`src/shared/rail_seq_pkg.sv`:
```
// Constants, register map and types for the regulator supervision block
package rail_seq_pkg;
  // Clock and time base
  localparam int CLK_MHZ = 200;
  localparam int INT_OSC_KHZ = 750;
  localparam int INT_PERIOD_CYC = CLK_MHZ * 1000 / INT_OSC_KHZ;
  localparam int INT_CLK_NS = 1300;
  localparam int LOSS_CYC = 2 * INT_CLK_NS * CLK_MHZ / 1000;
  localparam int DEAD_NS = 20;
  localparam int DEAD_CYC = (DEAD_NS * CLK_MHZ + 999) / 1000;
  localparam int SS_TIME_US = 5500;
  localparam int SS_CYC_DEF = SS_TIME_US * INT_OSC_KHZ / 1000;
  localparam int RST_US_PER_NF = 2500;
  localparam int RST_CYC_PER_NF_DEF = RST_US_PER_NF * CLK_MHZ;
  // Protection counts, in switching cycles
  localparam logic [3:0] OC_MAX = 4'hf;
  localparam logic [3:0] OC_UP = 4'h2;
  localparam logic [4:0] RESTART_CLKS = 5'h10;
  localparam logic [5:0] OV_CLKS = 6'h20;
  // Register offsets
  localparam logic [11:0] CTRL_OFF = 12'h000;
  localparam logic [11:0] CAP_OFF = 12'h004;
  localparam logic [11:0] STATUS_OFF = 12'h008;
  // Field positions and reset values
  localparam int CTRL_SYNC_EN = 0;
  localparam logic [31:0] CTRL_RST = 32'h00000001;
  localparam logic [7:0] CAP_NF_RST = 8'h0a;
  localparam int ST_PG_BUCK = 0;
  localparam int ST_PG_LIN = 1;
  localparam int ST_RESET = 2;
  localparam int ST_EXT_CLK = 3;
  localparam int ST_SS = 4;
  localparam int ST_OV = 5;
  localparam int ST_OC_WAIT = 6;
  localparam int ST_LIN_PIN = 7;
  localparam int ST_OC_LSB = 8;

  typedef struct packed {
    logic buck_enable;
    logic linear_regs_enable;
    logic sync_clk;
    logic supply_ok;
    logic supply_lockout;
    logic buck_in_window;
    logic current_peak;
    logic over_current;
    logic over_voltage;
    logic linear1_ok;
    logic linear2_ok;
    logic linear_output_good_in;
  } pin_in_type;

  typedef enum logic [4:0] {
    BUCK_OFF = 5'h01,
    BUCK_SOFT = 5'h02,
    BUCK_RUN = 5'h04,
    BUCK_OC_WAIT = 5'h08,
    BUCK_OV_LATCH = 5'h10
  } buck_state_type;

  typedef enum logic [3:0] {
    SW_IDLE = 4'h1,
    SW_HIGH = 4'h2,
    SW_DEAD = 4'h4,
    SW_LOW = 4'h8
  } sw_state_type;
endpackage

```
`src/hdl/rail_supervisor.sv`:
```
// Supervision logic: clock select, soft-start, switch sequencing, protection, resets
//
// Summary of operation
// RL1: Idle sync input means internal 750kHz oscillator.
// RL2: Lock to external clock on first edge.
// RL3: Two missed 1.3us periods revert to internal.
// RL4: Enable rise starts 5.5ms soft-start ramp.
// RL5: Sync input ignored during soft-start.
// RL6: Enable low shuts buck switches and oscillator.
// RL7: High on, current trip, dead time, low on.
// RL8: Buck good only enabled and within window.
// RL9: Second buck good output is the inverse.
// RL10: Per cycle: overcurrent adds two, else minus one.
// RL11: Count 1111 shuts buck, resets soft-start.
// RL12: After 16 clocks restart with soft-start.
// RL13: 32 overvoltage cycles shut the buck off.
// RL14: Overvoltage latch clears only on enable/supply toggle.
// RL15: Linear good low when either output off.
// RL16: Linear good low while linears disabled.
// RL17: Reset asserted on low supply, then held.
// RL18: Complementary push-pull reset outputs.
// RL19: Lockout keeps converter off below 2.6V.
// RL20: Reset asserts before lockout shuts outputs.
// RL21: Linear enable low shuts both linears.
// RL22: Both enables low means full-chip shutdown.
// RL23: Reset hold scales 2.5ms per nF.
// RL24: Protection counters step on switching clock.
`timescale 1ns/1ps
module rail_supervisor
  import rail_seq_pkg::*;
#(
  parameter int SS_CYC = SS_CYC_DEF,
  parameter int RST_CYC_PER_NF = RST_CYC_PER_NF_DEF
)
(
  // Clock and reset
  input wire logic pclk,
  input wire logic presetn,
  // APB slave
  input wire logic psel,
  input wire logic penable,
  input wire logic pwrite,
  input wire logic [11:0] paddr,
  input wire logic [31:0] pwdata,
  output logic [31:0] prdata,
  output logic pready,
  output logic pslverr,
  // Pins from the analog side and host
  input wire pin_in_type pins,
  // Buck power stage
  output logic high_side_on,
  output logic low_side_on,
  output logic ref_internal,
  output logic ss_active,
  // Status outputs
  output logic buck_output_good,
  output logic buck_output_bad,
  output logic linear_output_good_out,
  output logic linear_output_good_oe_n,
  output logic linear_on,
  output logic chip_shutdown,
  output logic reset_n_out,
  output logic reset_out
);

  pin_in_type sync1_r;
  pin_in_type sync2_r;
  logic sync_prev_r;
  buck_state_type buck_r;
  sw_state_type sw_r;
  logic ext_sel_r;
  logic [9:0] loss_cnt_r;
  logic [8:0] osc_cnt_r;
  logic [12:0] ss_cnt_r;
  logic [3:0] oc_cnt_r;
  logic [5:0] ov_cnt_r;
  logic [4:0] restart_cnt_r;
  logic [2:0] dead_cnt_r;
  logic en_prev_r;
  logic [39:0] hold_cnt_r;
  logic [31:0] ctrl_r;
  logic [7:0] cap_nf_r;
  logic [3:0] oc_nxt;

  logic sync_rise;
  logic osc_wrap;
  logic tick;
  logic buck_allowed;
  logic [39:0] hold_target;
  logic apb_setup;
  logic apb_write;
  logic stage_live;

  // Two-flop synchronisers on every pin
  always_ff @(posedge pclk or negedge presetn)
  begin
    if (!presetn)
    begin
      sync1_r <= '0;
      sync2_r <= '0;
      sync_prev_r <= 1'b0;
    end
    else
    begin
      sync1_r <= pins;
      sync2_r <= sync1_r;
      sync_prev_r <= sync2_r.sync_clk;
    end
  end

  assign sync_rise = sync2_r.sync_clk && !sync_prev_r;
  assign buck_allowed = sync2_r.buck_enable && !sync2_r.supply_lockout; // [RL19]
  assign osc_wrap = (osc_cnt_r == 9'(INT_PERIOD_CYC - 1));
  // One switching cycle boundary from whichever source is selected
  assign tick = ext_sel_r ? sync_rise : osc_wrap;
  // Drives cut on the trip or disable itself, not a cycle later via sw_r
  assign stage_live = buck_allowed && (buck_r == BUCK_SOFT || buck_r == BUCK_RUN); // [RL6]

  // Internal oscillator, stopped while the buck is disabled or locked out
  always_ff @(posedge pclk or negedge presetn)
  begin
    if (!presetn)
      osc_cnt_r <= '0;
    else if (!buck_allowed || osc_wrap)
      osc_cnt_r <= '0; // [RL6]
    else
      osc_cnt_r <= osc_cnt_r + 9'h001; // [RL1]
  end

  // Clock source select with loss-of-clock fallback
  always_ff @(posedge pclk or negedge presetn)
  begin
    if (!presetn)
    begin
      ext_sel_r <= 1'b0;
      loss_cnt_r <= '0;
    end
    else if (buck_r != BUCK_RUN || !ctrl_r[CTRL_SYNC_EN])
    begin
      ext_sel_r <= 1'b0; // [RL5]
      loss_cnt_r <= '0;
    end
    else if (sync_rise)
    begin
      ext_sel_r <= 1'b1; // [RL2]
      loss_cnt_r <= '0;
    end
    else if (loss_cnt_r == 10'(LOSS_CYC - 1))
    begin
      ext_sel_r <= 1'b0; // [RL3]
      loss_cnt_r <= '0;
    end
    else
      loss_cnt_r <= loss_cnt_r + 10'h001;
  end

  // Buck sequencing state machine
  always_ff @(posedge pclk or negedge presetn)
  begin
    if (!presetn)
    begin
      buck_r <= BUCK_OFF;
      en_prev_r <= 1'b0;
    end
    else
    begin
      en_prev_r <= buck_allowed;
      if (!buck_allowed)
        buck_r <= BUCK_OFF; // [RL6] [RL14]
      else
      begin
        case (buck_r)
          BUCK_OFF:
            if (!en_prev_r)
              buck_r <= BUCK_SOFT; // [RL4]
          BUCK_SOFT,
          BUCK_RUN:
            if (tick && ov_cnt_r == OV_CLKS - 6'h01 && sync2_r.over_voltage)
              buck_r <= BUCK_OV_LATCH; // [RL13]
            else if (tick && oc_nxt == OC_MAX)
              buck_r <= BUCK_OC_WAIT; // [RL11]
            else if (buck_r == BUCK_SOFT && tick && ss_cnt_r == 13'(SS_CYC - 1))
              buck_r <= BUCK_RUN; // [RL4]
          BUCK_OC_WAIT:
            if (tick && restart_cnt_r == RESTART_CLKS - 5'h01)
              buck_r <= BUCK_SOFT; // [RL12]
          BUCK_OV_LATCH:
            buck_r <= BUCK_OV_LATCH; // [RL14]
          default:
            buck_r <= BUCK_OFF;
        endcase
      end
    end
  end

  // Soft-start counter, cleared whenever the buck is not ramping
  always_ff @(posedge pclk or negedge presetn)
  begin
    if (!presetn)
      ss_cnt_r <= '0;
    else if (buck_r != BUCK_SOFT)
      ss_cnt_r <= '0; // [RL11] [RL13]
    else if (tick)
      ss_cnt_r <= ss_cnt_r + 13'h0001;
  end

  // Overcurrent counter: up two, down one, saturating both ways
  always_comb
  begin
    oc_nxt = oc_cnt_r;
    if (sync2_r.over_current)
      oc_nxt = (oc_cnt_r >= OC_MAX - OC_UP) ? OC_MAX : oc_cnt_r + OC_UP; // [RL10]
    else if (oc_cnt_r != 4'h0)
      oc_nxt = oc_cnt_r - 4'h1; // [RL10]
  end

  always_ff @(posedge pclk or negedge presetn)
  begin
    if (!presetn)
      oc_cnt_r <= '0;
    else if (buck_r != BUCK_SOFT && buck_r != BUCK_RUN)
      oc_cnt_r <= '0;
    else if (tick)
      oc_cnt_r <= oc_nxt; // [RL24]
  end

  // Overvoltage consecutive-cycle counter
  always_ff @(posedge pclk or negedge presetn)
  begin
    if (!presetn)
      ov_cnt_r <= '0;
    else if (buck_r != BUCK_SOFT && buck_r != BUCK_RUN)
      ov_cnt_r <= '0;
    else if (tick)
      ov_cnt_r <= sync2_r.over_voltage ? ov_cnt_r + 6'h01 : 6'h00; // [RL24]
  end

  // Restart delay after overcurrent
  always_ff @(posedge pclk or negedge presetn)
  begin
    if (!presetn)
      restart_cnt_r <= '0;
    else if (buck_r != BUCK_OC_WAIT)
      restart_cnt_r <= '0;
    else if (tick)
      restart_cnt_r <= restart_cnt_r + 5'h01; // [RL24]
  end

  // Per-cycle switch sequencing; a fresh cycle goes straight to SW_HIGH, from SW_LOW or SW_DEAD, with no dead time
  always_ff @(posedge pclk or negedge presetn)
  begin
    if (!presetn)
    begin
      sw_r <= SW_IDLE;
      dead_cnt_r <= '0;
    end
    else if (buck_r != BUCK_SOFT && buck_r != BUCK_RUN)
    begin
      sw_r <= SW_IDLE; // [RL6]
      dead_cnt_r <= '0;
    end
    else
    begin
      case (sw_r)
        SW_IDLE:
          if (tick)
            sw_r <= SW_HIGH; // [RL7]
        SW_HIGH:
          if (sync2_r.current_peak)
          begin
            sw_r <= SW_DEAD; // [RL7]
            dead_cnt_r <= '0;
          end
          else if (tick)
            sw_r <= SW_HIGH;
        SW_DEAD:
          if (tick)
            sw_r <= SW_HIGH;
          else if (dead_cnt_r == 3'(DEAD_CYC - 1))
            sw_r <= SW_LOW; // [RL7]
          else
            dead_cnt_r <= dead_cnt_r + 3'h1;
        SW_LOW:
          if (tick)
            sw_r <= SW_HIGH; // [RL1] [RL7]
        default:
          sw_r <= SW_IDLE;
      endcase
    end
  end

  // Power stage and buck status outputs
  always_ff @(posedge pclk or negedge presetn)
  begin
    if (!presetn)
    begin
      high_side_on <= 1'b0;
      low_side_on <= 1'b0;
      ref_internal <= 1'b0;
      ss_active <= 1'b0;
      buck_output_good <= 1'b0;
      buck_output_bad <= 1'b1;
    end
    else
    begin
      high_side_on <= (sw_r == SW_HIGH) && stage_live; // [RL6] [RL7]
      low_side_on <= (sw_r == SW_LOW) && stage_live; // [RL6] [RL7]
      ref_internal <= (buck_r == BUCK_RUN); // [RL4]
      ss_active <= (buck_r == BUCK_SOFT);
      buck_output_good <= buck_allowed && sync2_r.buck_in_window; // [RL8]
      buck_output_bad <= !(buck_allowed && sync2_r.buck_in_window); // [RL9]
    end
  end

  // Linear regulators, open-drain good pin and shutdown
  always_ff @(posedge pclk or negedge presetn)
  begin
    if (!presetn)
    begin
      linear_on <= 1'b0;
      linear_output_good_out <= 1'b0;
      linear_output_good_oe_n <= 1'b0;
      chip_shutdown <= 1'b1;
    end
    else
    begin
      linear_on <= sync2_r.linear_regs_enable && !sync2_r.supply_lockout; // [RL21]
      linear_output_good_out <= 1'b0;
      // Pulls low unless enabled and both outputs regulate
      linear_output_good_oe_n <= sync2_r.linear_regs_enable && !sync2_r.supply_lockout
        && sync2_r.linear1_ok && sync2_r.linear2_ok; // [RL15] [RL16]
      chip_shutdown <= !sync2_r.buck_enable && !sync2_r.linear_regs_enable; // [RL22]
    end
  end

  // Reset supervisor; lockout sits below the reset trip so reset is already low
  assign hold_target = 40'(cap_nf_r) * 40'(RST_CYC_PER_NF); // [RL23]

  always_ff @(posedge pclk or negedge presetn)
  begin
    if (!presetn)
    begin
      hold_cnt_r <= '0;
      reset_n_out <= 1'b0;
      reset_out <= 1'b1;
    end
    else if (!sync2_r.supply_ok || sync2_r.supply_lockout)
    begin
      hold_cnt_r <= '0; // [RL17] [RL20]
      reset_n_out <= 1'b0;
      reset_out <= 1'b1;
    end
    else if (hold_cnt_r < hold_target)
      hold_cnt_r <= hold_cnt_r + 40'h1; // [RL17]
    else
    begin
      reset_n_out <= 1'b1; // [RL18]
      reset_out <= 1'b0;
    end
  end

  // APB slave: answer registered in setup, pready in first access cycle
  assign apb_setup = psel && !penable;
  assign apb_write = psel && penable && pready && pwrite;

  always_ff @(posedge pclk or negedge presetn)
  begin
    if (!presetn)
    begin
      pready <= 1'b0;
      pslverr <= 1'b0;
      prdata <= '0;
    end
    else if (apb_setup)
    begin
      pready <= 1'b1;
      pslverr <= 1'b0;
      prdata <= '0;
      if (paddr == CTRL_OFF)
        prdata <= pwrite ? 32'h0 : ctrl_r;
      else if (paddr == CAP_OFF)
        prdata <= pwrite ? 32'h0 : {24'h0, cap_nf_r};
      else if (paddr == STATUS_OFF)
      begin
        if (!pwrite)
        begin
          prdata[ST_PG_BUCK] <= buck_output_good;
          prdata[ST_PG_LIN] <= linear_output_good_oe_n;
          prdata[ST_RESET] <= reset_out;
          prdata[ST_EXT_CLK] <= ext_sel_r;
          prdata[ST_SS] <= ss_active;
          prdata[ST_OV] <= (buck_r == BUCK_OV_LATCH);
          prdata[ST_OC_WAIT] <= (buck_r == BUCK_OC_WAIT);
          prdata[ST_LIN_PIN] <= sync2_r.linear_output_good_in;
          prdata[ST_OC_LSB +: 4] <= oc_cnt_r;
        end
      end
      else
        pslverr <= 1'b1;
    end
    else
    begin
      pready <= 1'b0;
      pslverr <= 1'b0;
    end
  end

  always_ff @(posedge pclk or negedge presetn)
  begin
    if (!presetn)
    begin
      ctrl_r <= CTRL_RST;
      cap_nf_r <= CAP_NF_RST;
    end
    else if (apb_write && paddr == CTRL_OFF)
      ctrl_r <= {31'h0, pwdata[CTRL_SYNC_EN]};
    else if (apb_write && paddr == CAP_OFF)
      cap_nf_r <= pwdata[7:0];
  end

  // Checks
  sync_ignored_a: assert property (@(posedge pclk) disable iff (!presetn)
    (buck_r == BUCK_SOFT) |=> !ext_sel_r) // [RL5]
    else $error("external clock selected during soft-start");
  sync_lock_a: assert property (@(posedge pclk) disable iff (!presetn)
    (buck_r == BUCK_RUN && ctrl_r[CTRL_SYNC_EN] && buck_allowed && sync_rise)
    |=> ext_sel_r) // [RL2]
    else $error("no lock on sync edge");
  loss_fallback_a: assert property (@(posedge pclk) disable iff (!presetn)
    (loss_cnt_r == 10'(LOSS_CYC - 1) && !sync_rise) |=> !ext_sel_r) // [RL3]
    else $error("no fallback after lost sync");
  switch_overlap_a: assert property (@(posedge pclk) disable iff (!presetn)
    !(high_side_on && low_side_on) and (sw_r == SW_DEAD |=> !low_side_on)) // [RL7]
    else $error("switch overlap or dead time skipped");
  buck_good_a: assert property (@(posedge pclk) disable iff (!presetn)
    !buck_allowed |=> !buck_output_good) // [RL8]
    else $error("buck good high while disabled");
  good_inverse_a: assert property (@(posedge pclk) disable iff (!presetn)
    buck_output_bad == !buck_output_good) // [RL9]
    else $error("buck good outputs not complementary");
  oc_saturate_a: assert property (@(posedge pclk) disable iff (!presetn)
    (tick && buck_r == BUCK_RUN && buck_allowed && !sync2_r.over_current
     && oc_cnt_r == 4'h0) |=> oc_cnt_r == 4'h0) // [RL10]
    else $error("overcurrent counter wrapped below zero");
  oc_trip_a: assert property (@(posedge pclk) disable iff (!presetn)
    (tick && buck_allowed && buck_r == BUCK_RUN && oc_nxt == OC_MAX && !sync2_r.over_voltage)
    |=> buck_r == BUCK_OC_WAIT && ss_cnt_r == 13'h0) // [RL11]
    else $error("no shutdown at full overcurrent count");
  ov_latch_a: assert property (@(posedge pclk) disable iff (!presetn)
    (buck_r == BUCK_OV_LATCH && buck_allowed) |=> buck_r == BUCK_OV_LATCH) // [RL14]
    else $error("overvoltage latch left without toggle");
  reset_pair_a: assert property (@(posedge pclk) disable iff (!presetn)
    (reset_n_out != reset_out) and (!sync2_r.supply_ok |=> !reset_n_out)) // [RL17] [RL18]
    else $error("reset outputs wrong");
  shutdown_a: assert property (@(posedge pclk) disable iff (!presetn)
    (!sync2_r.buck_enable && !sync2_r.linear_regs_enable)
    |=> chip_shutdown && !linear_on && !high_side_on) // [RL22]
    else $error("full shutdown not reached");

endmodule

```
`config.mk`:
```
export PLATFORM = sky130hd
export DESIGN_NAME = rail_supervisor
export DESIGN_NICKNAME = d
export VERILOG_FILES = /design/src/shared/rail_seq_pkg.sv /design/src/hdl/rail_supervisor.sv
export SDC_FILE = /design/constraint.sdc
export NUM_CORES = 1
export LEC_CHECK = 0
export BUFFER_PORTS_ARGS = -buffer_cell sky130_fd_sc_hd__buf_2
export CAP_MARGIN = 10
export CORE_MARGIN = 4
export CORE_UTILIZATION = 60
export DETAILED_ROUTE_END_ITERATION = 7
export PLACE_DENSITY = 0.82
export SYNTH_ARGS = -nofsm -noshare
export SYNTH_HDL_FRONTEND = slang
export SYNTH_SLANG_ARGS = --single-unit
```
`constraint.sdc`:
```
create_clock -name pclk -period 9.9 [get_ports pclk]
set_input_delay 1.98 -clock pclk [delete_from_list [all_inputs] [get_ports pclk]]
set_output_delay 1.98 -clock pclk [all_outputs]
set_load 0.05 [all_outputs]
```
# Word level (Yosys, flattened, before mapping)
# Index checks and enable logic that the tools add are counted.
# totals
ff_bits	180
wordCells	199
# classes
n_addsub	9
n_mul	1
n_lt_le_gt_ge	2
n_eq_ne	29
mux	55
bitwise	1
n_reduce_logical	49
# op_table
operator	count
two-way mux 40 bit	2
two-way mux 12 bit	4
adder 40 x 1 -> 40 bit (second input constant)	1
< comparator 40 x 27 -> 1 bit	1
two-way mux 4 bit	10
two-way mux 5 bit	8
two-way mux 10 bit	3
two-way mux 13 bit	2
logical AND 1 bit	23
multiplier 8 x 14 -> 22 bit (second input constant)	1
case mux 5 bit (4 select lines)	1
two-way mux 6 bit	3
!= test 3 bit (second input constant)	5
two-way mux 1 bit	14
adder 13 x 1 -> 13 bit (second input constant)	1
equality test 13 bit (second input constant)	1
equality test 12 x 3 -> 1 bit (second input constant)	1
equality test 12 x 4 -> 1 bit (second input constant)	1
zero test 12 bit	1
two-way mux 3 bit	4
case mux 4 bit (3 select lines)	1
adder 10 x 1 -> 10 bit (second input constant)	1
equality test 10 bit (second input constant)	1
equality test 5 x 4 -> 1 bit (second input constant)	2
37 further kinds	54

# Longest topological paths before layout
# Gate-level depths: netlist (run 1).
# logic_depth
depth_word	10
mapped_depth	24

# Worst setup path before layout (run 1)
# Ideal clock, no wire load.
# synth_path
kind	register -> register
start	register cap_nf_r[5]
end	register hold_cnt_r[17]
setup_ns	0.079
t_arrival_ns	5.429
path_slack_ns	4.392
path_stages_with_launch	19
path_buffers	1
synth_period_minus_slack_ns	5.508
path_cell_list	dfrtp_1 -> fa_1 -> fa_1 -> fa_1 -> ha_1 -> ha_1 -> a21oi_1 -> a21oi_1 -> o21ai_0 -> nand2b_1 -> a311o_1 -> a211oi_1 -> ha_1 -> nor2b_1 -> or2_0 -> a41o_1 -> clkbuf_1 -> a2111oi_1 -> mux2i_1
# synth_between
elab_chain_cells	3
# synth_rtl
element	line_no	source
from (decl)	rail_supervisor.sv:82	logic [7:0] cap_nf_r;
from (signal assigned)	rail_supervisor.sv:418	cap_nf_r <= pwdata[7:0];
multiplier 8 x 14 -> 22 bit	rail_supervisor.sv:337	assign hold_target = 40'(cap_nf_r) * 40'(RST_CYC_PER_NF);
< comparator 40 x 27 -> 1 bit	rail_supervisor.sv:353	else if (hold_cnt_r < hold_target)
nonzero test 2 bit (no line)	n/a	
to (signal assigned)	rail_supervisor.sv:354	hold_cnt_r <= hold_cnt_r + 40'h1;
to (decl)	rail_supervisor.sv:80	logic [39:0] hold_cnt_r;
# No other way between the ends.
# A chain may end at the register's enable or synchronous reset.

# Worst setup path after layout (run 1)
# Same ends and word-level chain as after synthesis.

==> results of run 1 <==
## area by class of cell
| type | instances | share of cell area |
|---|---|---|
| Inverter | 72 | 0.02489 |
| Clock inverter | 13 | 0.02040 |
| Tap cell | 216 | 0.02489 |
| Timing Repair Buffer | 64 | 0.03077 |
| Sequential cell | 160 | 0.3697 |
| Clock buffer | 19 | 0.04080 |
| Multi-Input combinational cell | 734 | 0.4885 |
## metrics by stage
step | std cells | util | setup WS (ns) | hold WS [ns] | power [uW]
global route | 1278 | 0.6810 | 3.026 | 0.3548 | 1520
detailed placement | 1246 | 0.6393 | 3.460 | 0.3347 | 747.3
CTS | 1278 | 0.6810 | 3.471 | 0.3492 | 1484
floorplan | 1016 | - | 4.392 | 0.3312 | 725.9
global placement | 1246 | 0.6393 | 3.590 | 0.3324 | 746.4
finish | 1278 | 0.6810 | 3.411 | 0.3482 | 1471
## cells by family (layout without fill, tap and decap cells)
kind of cell             count (synthesis)  in the layout  synth area share
multiplexers                            36             36           0.03828
other                                    1             21         0.0003838
AND/OR/NAND/NOR                        350            350            0.1853
XOR/XNOR                                46             46           0.04123
flip-flops                             160            160            0.4108
adder cells (fa/ha/maj)                109            109            0.1526
AO/OA/AOI/OAI                          172            172            0.1161
buffers and inverters                  122            168           0.05531
## routing by layer
layer,wire length (um),vias to the layer above,share of wire,GRT usage
met5,0,-,0,0
met4,425,0,0.021,0.08791
met3,943,35,0.047,0.04012
met2,9297,203,0.46,0.3601
met1,9346,3603,0.47,0.3231
li1,-,3572,-,-
## report_power, final
| part | internal (uW) | switching [uW] | total [uW] |
|---|---|---|---|
| clock network | 461 | 275 | 736 |
| registers | 663 | 5.85 | 669 |
| logic | 12.9 | 53.5 | 66.4 |
## sequential cells by signal, summed over array words and instances, names as in the netlist, 3 cells and up
name and cells:
sync1_r 12, dead_cnt_r 3, ov_cnt_r 6, restart_cnt_r 5, buck_r 5, oc_cnt_r 4, cap_nf_r 8, prdata 12
sync2_r 12, osc_cnt_r 9, ss_cnt_r 13, loss_cnt_r 10, hold_cnt_r 40, sw_r 4
## placed cells by master, fill, tap and decap left out, types with 4 or more instances in the layout
master / netlist / routed
mux2_2: 11 / 11
fa_1: 17 / 17
a21oi_1: 61 / 61
a22o_1: 7 / 7
nand3b_1: 4 / 4
bufinv_16: 0 / 5
clkbuf_16: 0 / 17
or2_2: 5 / 5
nand2_1: 82 / 82
a2111o_1: 10 / 10
nor3_1: 18 / 18
xnor2_1: 21 / 21
inv_1: 72 / 72
o311ai_0: 4 / 4
o21ai_0: 37 / 37
nor2_1: 71 / 71
a211oi_1: 7 / 7
and4_1: 5 / 5
or3_1: 5 / 5
dfstp_2: 8 / 8
nor2b_1: 14 / 13
nor4_1: 11 / 11
buf_2: 3 / 60
a31oi_1: 5 / 5
dfrtp_1: 152 / 152
ha_1: 92 / 92
and3_1: 13 / 13
nand4_1: 20 / 20
nand3_1: 40 / 40
nand2b_1: 26 / 26
and2_1: 19 / 19
conb_1: 1 / 21
xor2_1: 25 / 25
mux2i_1: 25 / 25
## path summary, 6_finish.rpt
| path | startpoint | end | slack (ns) | depth (start not counted) |
|---|---|---|---|---|
| max reg2reg | cap_nf_r[5] | hold_cnt_r[17] | 3.41 | 17 |
| min in group asynchronous | presetn | hold_cnt_r[12] | 1.61 | 1 |
| max | cap_nf_r[5] | hold_cnt_r[17] | 3.41 | 17 |
| min reg2reg | sync1_r[8] | sync2_r[8] | 0.35 | 0 |
| max in group asynchronous | presetn | loss_cnt_r[3] | 6.99 | 2 |
| min | sync1_r[8] | sync2_r[8] | 0.35 | 0 |
==> flow_summary.toml, run 1 <==
[timing]
skew_ns = 0.01039
hold_viol = 0
period_minus_slack_ns = 6.489
fin_crit_sh = 0.6555
slew_headroom = 0.1954
grt_setup_unrepaired = "no"
tns_ns = 0
fmax_mhz = 154.1
setup_violations = 0
worst_pin_slew_ns = 1.207
slew_violations = 0

[worst_setup_path]
cp_data_required_time_ns = 10.25
path_max_fanout = 36
crit_type = "flop to flop"
arrival_ns = 6.84
timing.critical_path.buf_inv = 0
end_kind = "flop"
cp_cell_sequence = "fa_1 -> fa_1 -> fa_1 -> ha_1 -> ha_1 -> a21oi_1 -> a21oi_1 -> o21ai_0 -> nand2b_1 -> a311o_1 -> a211oi_1 -> ha_1 -> nor2b_1 -> or2_0 -> a41o_1 -> a2111oi_1 -> mux2i_1"
worst_path_max_delay_cell = "fa_1"
path_delay_family = "adder cells"
critPathMaxStageDelay_ns = 0.67
start_kind = "flop"

[placement]
placed_area_um2 = 10190
dp_hpwl_um = 13900
io_buffers = 61
gp_congestion = 0.8705

[cells_and_area]
multi_input_area_um2 = 5304
nNetsFinal = 1219
drive_gt1_frac = 0.1205
areaGrowthSynthToFinish_pct = 11.10
fill_cells = 1191
antenna_cells = 0
design_area_um2 = 10860
final-seq-area_um2 = 4014

[die]
initial_core_util = 0.6129
die_x_um = 135.6
dieArea_um2 = 18390
ioPinCount = 107
num_rows = 46
die_h_um = 135.6
core-area_um2 = 15940

[yosys]
synth_area_leader_cell = "dfrtp_1"
synth.distinct_cells = 73
synth-edff-count = 0
syn_area_um2 = 9772
synthCells = 996
ys_seq_area_frac = 0.4108
async_flop_share = 1.000
synth_ff_type = "dfrtp_1"
yosysMostFrequentCell = "dfrtp_1"
synth_common_cells = "dfrtp_1 (152), ha_1 (92), nand2_1 (82), inv_1 (72), nor2_1 (71)"
avgSynthCellArea_um2 = 9.811
synthTopCellsByArea = "dfrtp_1 (39%), ha_1 (12%), fa_1 (3.5%), nand2_1 (3.1%), a21oi_1 (3.1%)"
ys_warn_count = 0
synth_top_area_share = 0.3892
ys_ff_latch = 160

[global_routing]
grt_max_degree = 100
grt_pass1_wl_um = 34380
grt-ovfl-total = 0
grt_usage = 0.2303
antenna_found_initial = 0
grt_pass1_vias = 7175

[drt]
wl_per_cell_um = 15.66
drt-total-wl_um = 20010
drtAntennaViolNets = 0
drc = 0
drt-pass1-iter-count = 5
num_vias = 7413
drt_iter0_markers = 596
vias_per_cell = 5.800

[power]
leakagePower_uw = 0.005140
vdd_drop_max_mv = 0.1262
p_per_area_nw_per_um2 = 135.5

[clock_network]
clockRootBuffer = "clkbuf_16"
cts_hold_buffers = 0
cts_setup_buffers = 0
cts.sinks = 160
path_clk_slew_ns = 0.07
numCtsBuffers = 17
cts.repair.resized = 0
htreeDepth = 4
cts_tree = "built"
clk_path_buf_depth = 2
insertion_delay_ns = 0.43

[worst_hold_path]
min_path_type = "flop to flop"

[flow_run]
drv_cap = 0

[status]
status = "complete, no violations"
No activity file was read; power rests on OpenSTA's default activity.
==> run 2, diff against run 1 <==
==> constraint.sdc (replaced) <==
create_clock -name pclk -period 6.45 [get_ports pclk]
set_input_delay 1.29 -clock pclk [delete_from_list [all_inputs] [get_ports pclk]]
set_output_delay 1.29 -clock pclk [all_outputs]
set_load 0.05 [all_outputs]
==> run 2 against run 1 <==
Against the previous run:
- cell count grew 0.63%
- maximum frequency up 6.5%
- sequential share of layout area about the same
- sequential cell count did not move
- hold slack lost 0.0024 ns
- critical endpoint unchanged
==> flow_summary.toml, run 2 (same netlist as run 1, synthesis figures left out) <==
[status]
status = "complete, no violations"

[cells_and_area]
stdcell_count = 1286
largest_reg_flops = 40
drive_gt1_frac = 0.1262
nNetsFinal = 1227
final_common_cell = "dfrtp_1"
antenna_cells = 0
mostFrequentLayoutCells = "dfrtp_1 (152), ha_1 (92), nand2_1 (82)"
regMostFlops = "hold_cnt_r"
areaGrowthSynthToFinish_pct = 11.06
top_regs = "hold_cnt_r (40), ss_cnt_r (13)"

[drt]
vias_per_cell = 5.716
wl_per_cell_um = 15.84
drtAntennaViolNets = 0
drc = 0
drt-total-wl_um = 20360
drt-pass1-iter-count = 5
drt_iter0_markers = 622
num_vias = 7351

[timing]
hold_viol = 0
slew_violations = 0
setup_violations = 0
period_minus_slack_ns = 6.094
fmax_mhz = 164.1
worst_pin_slew_ns = 1.066
fin_crit_sh = 0.9448
tns_ns = 0
grt_setup_unrepaired = "no"
skew_ns = 0.01103
slew_headroom = 0.2878
fin_ws_ns = 0.3562

[placement]
io_buffers = 61
dp_hpwl_um = 14390
dp_cells = 1254
place_ws_ns = 0.5597
gp_congestion = 0.8610

[clock_network]
cts.sinks = 160
path_clk_slew_ns = 0.06
insertion_delay_ns = 0.43
cts_tree = "built"
cts.repair.resized = 0
clk_path_buf_depth = 2
cts_hold_buffers = 0
clockRootBuffer = "clkbuf_16"
cts_setup_buffers = 0
numCtsBuffers = 17
htreeDepth = 4

[die]
die_h_um = 135.6
initial_core_util = 0.6129
num_rows = 46
core-area_um2 = 15940
dieArea_um2 = 18390
die_x_um = 135.6
ioPinCount = 107

[power]
switchingPower_uw = 506.9
p_per_area_nw_per_um2 = 198.1
vdd_drop_max_mv = 0.2332
p_int_uw = 1643
pwr-share-seq = 0.477
clkPwrFrac = 0.475
combinationalPowerShare = 0.048
switching_share = 0.2357
leakagePower_uw = 0.005132

[worst_setup_path]
crit_type = "flop to flop"
cp_cell_sequence = "fa_1 -> fa_1 -> fa_1 -> ha_1 -> ha_1 -> a21oi_1 -> a21oi_1 -> o21ai_0 -> nand2b_1 -> a311o_1 -> a211oi_1 -> ha_1 -> nor2b_1 -> nor3_1 -> o21ai_2 -> a2111oi_1 -> mux2i_1"
path_delay_family = "adder cells"
cp_data_required_time_ns = 6.80
start_kind = "flop"
timing.critical_path.buf_inv = 0
end_kind = "flop"
worst_path_max_delay_cell = "fa_1"
arrival_ns = 6.44
path_max_fanout = 15
crit_start = "cap_nf_r[5]"
critPathMaxStageDelay_ns = 0.61
r2r_start = "cap_nf_r[5]"

[flow_run]
drv_cap = 0

[global_routing]
antenna_found_initial = 0
grt_max_degree = 107
grt_pass1_vias = 7122
grt_pass1_wl_um = 34010
grt_usage = 0.2287
grt-ovfl-total = 0

[worst_hold_path]
hp-start = "sync1_r[5]"
min_path_type = "flop to flop"
-- run 2: metrics by stage --
| stage | utilization | total power [uW] | cell area [um2] | hold slack [ns] |
|---|---|---|---|---|
| after floorplan | - | 1114 | 9847 | 0.3312 |
| after global placement | 0.6431 | 1146 | 10250 | 0.3318 |
| after detailed placement | 0.6431 | 1148 | 10250 | 0.3355 |
| after CTS | 0.6807 | 2163 | 10850 | 0.3480 |
| after global routing | 0.6807 | 2215 | 10850 | 0.3532 |
| final | 0.6807 | 2150 | 10850 | 0.3458 |
-- run 2: cell type report --
cell class                 instances  area [um2]
sequential                       160        4014
inverter                          72       270.3
multi-input combinational        734        5304
fill                            1203        5090
clock inverter                    10       126.4
clock buffer                      22       474.2
tap                              216       270.3
timing repair buffer              72       394.1
-- run 2: worst paths after layout --
kind	slack, ns	end	cells after the start
worst max-delay path	0.36	hold_cnt_r[17]	17
worst min register to register	0.35	sync2_r[5]	0
min in group asynchronous	0.96	hold_cnt_r[13]	1
worst max register to register	0.36	hold_cnt_r[17]	17
max in group asynchronous	4.15	sync1_r[0]	2
worst min-delay path	0.35	sync2_r[5]	0
-- run 2: power by group through the flow --
stage                     logic (uW)  registers (uW)  clock network (uW)
final                            102            1030                1020
after global routing             113            1030                1070
after CTS                        104            1030                1030
after detailed placement         103            1040                   0
after global placement           102            1040                   0
after floorplan                 63.1            1050                   0
-- run 2: per-layer routing --
| metal | routed length (um) | GRT usage |
|---|---|---|
| met1 | 9590 | 0.3243 |
| met5 | 0 | 0 |
| met4 | 437 | 0.08791 |
| met3 | 887 | 0.03343 |
| met2 | 9449 | 0.3584 |
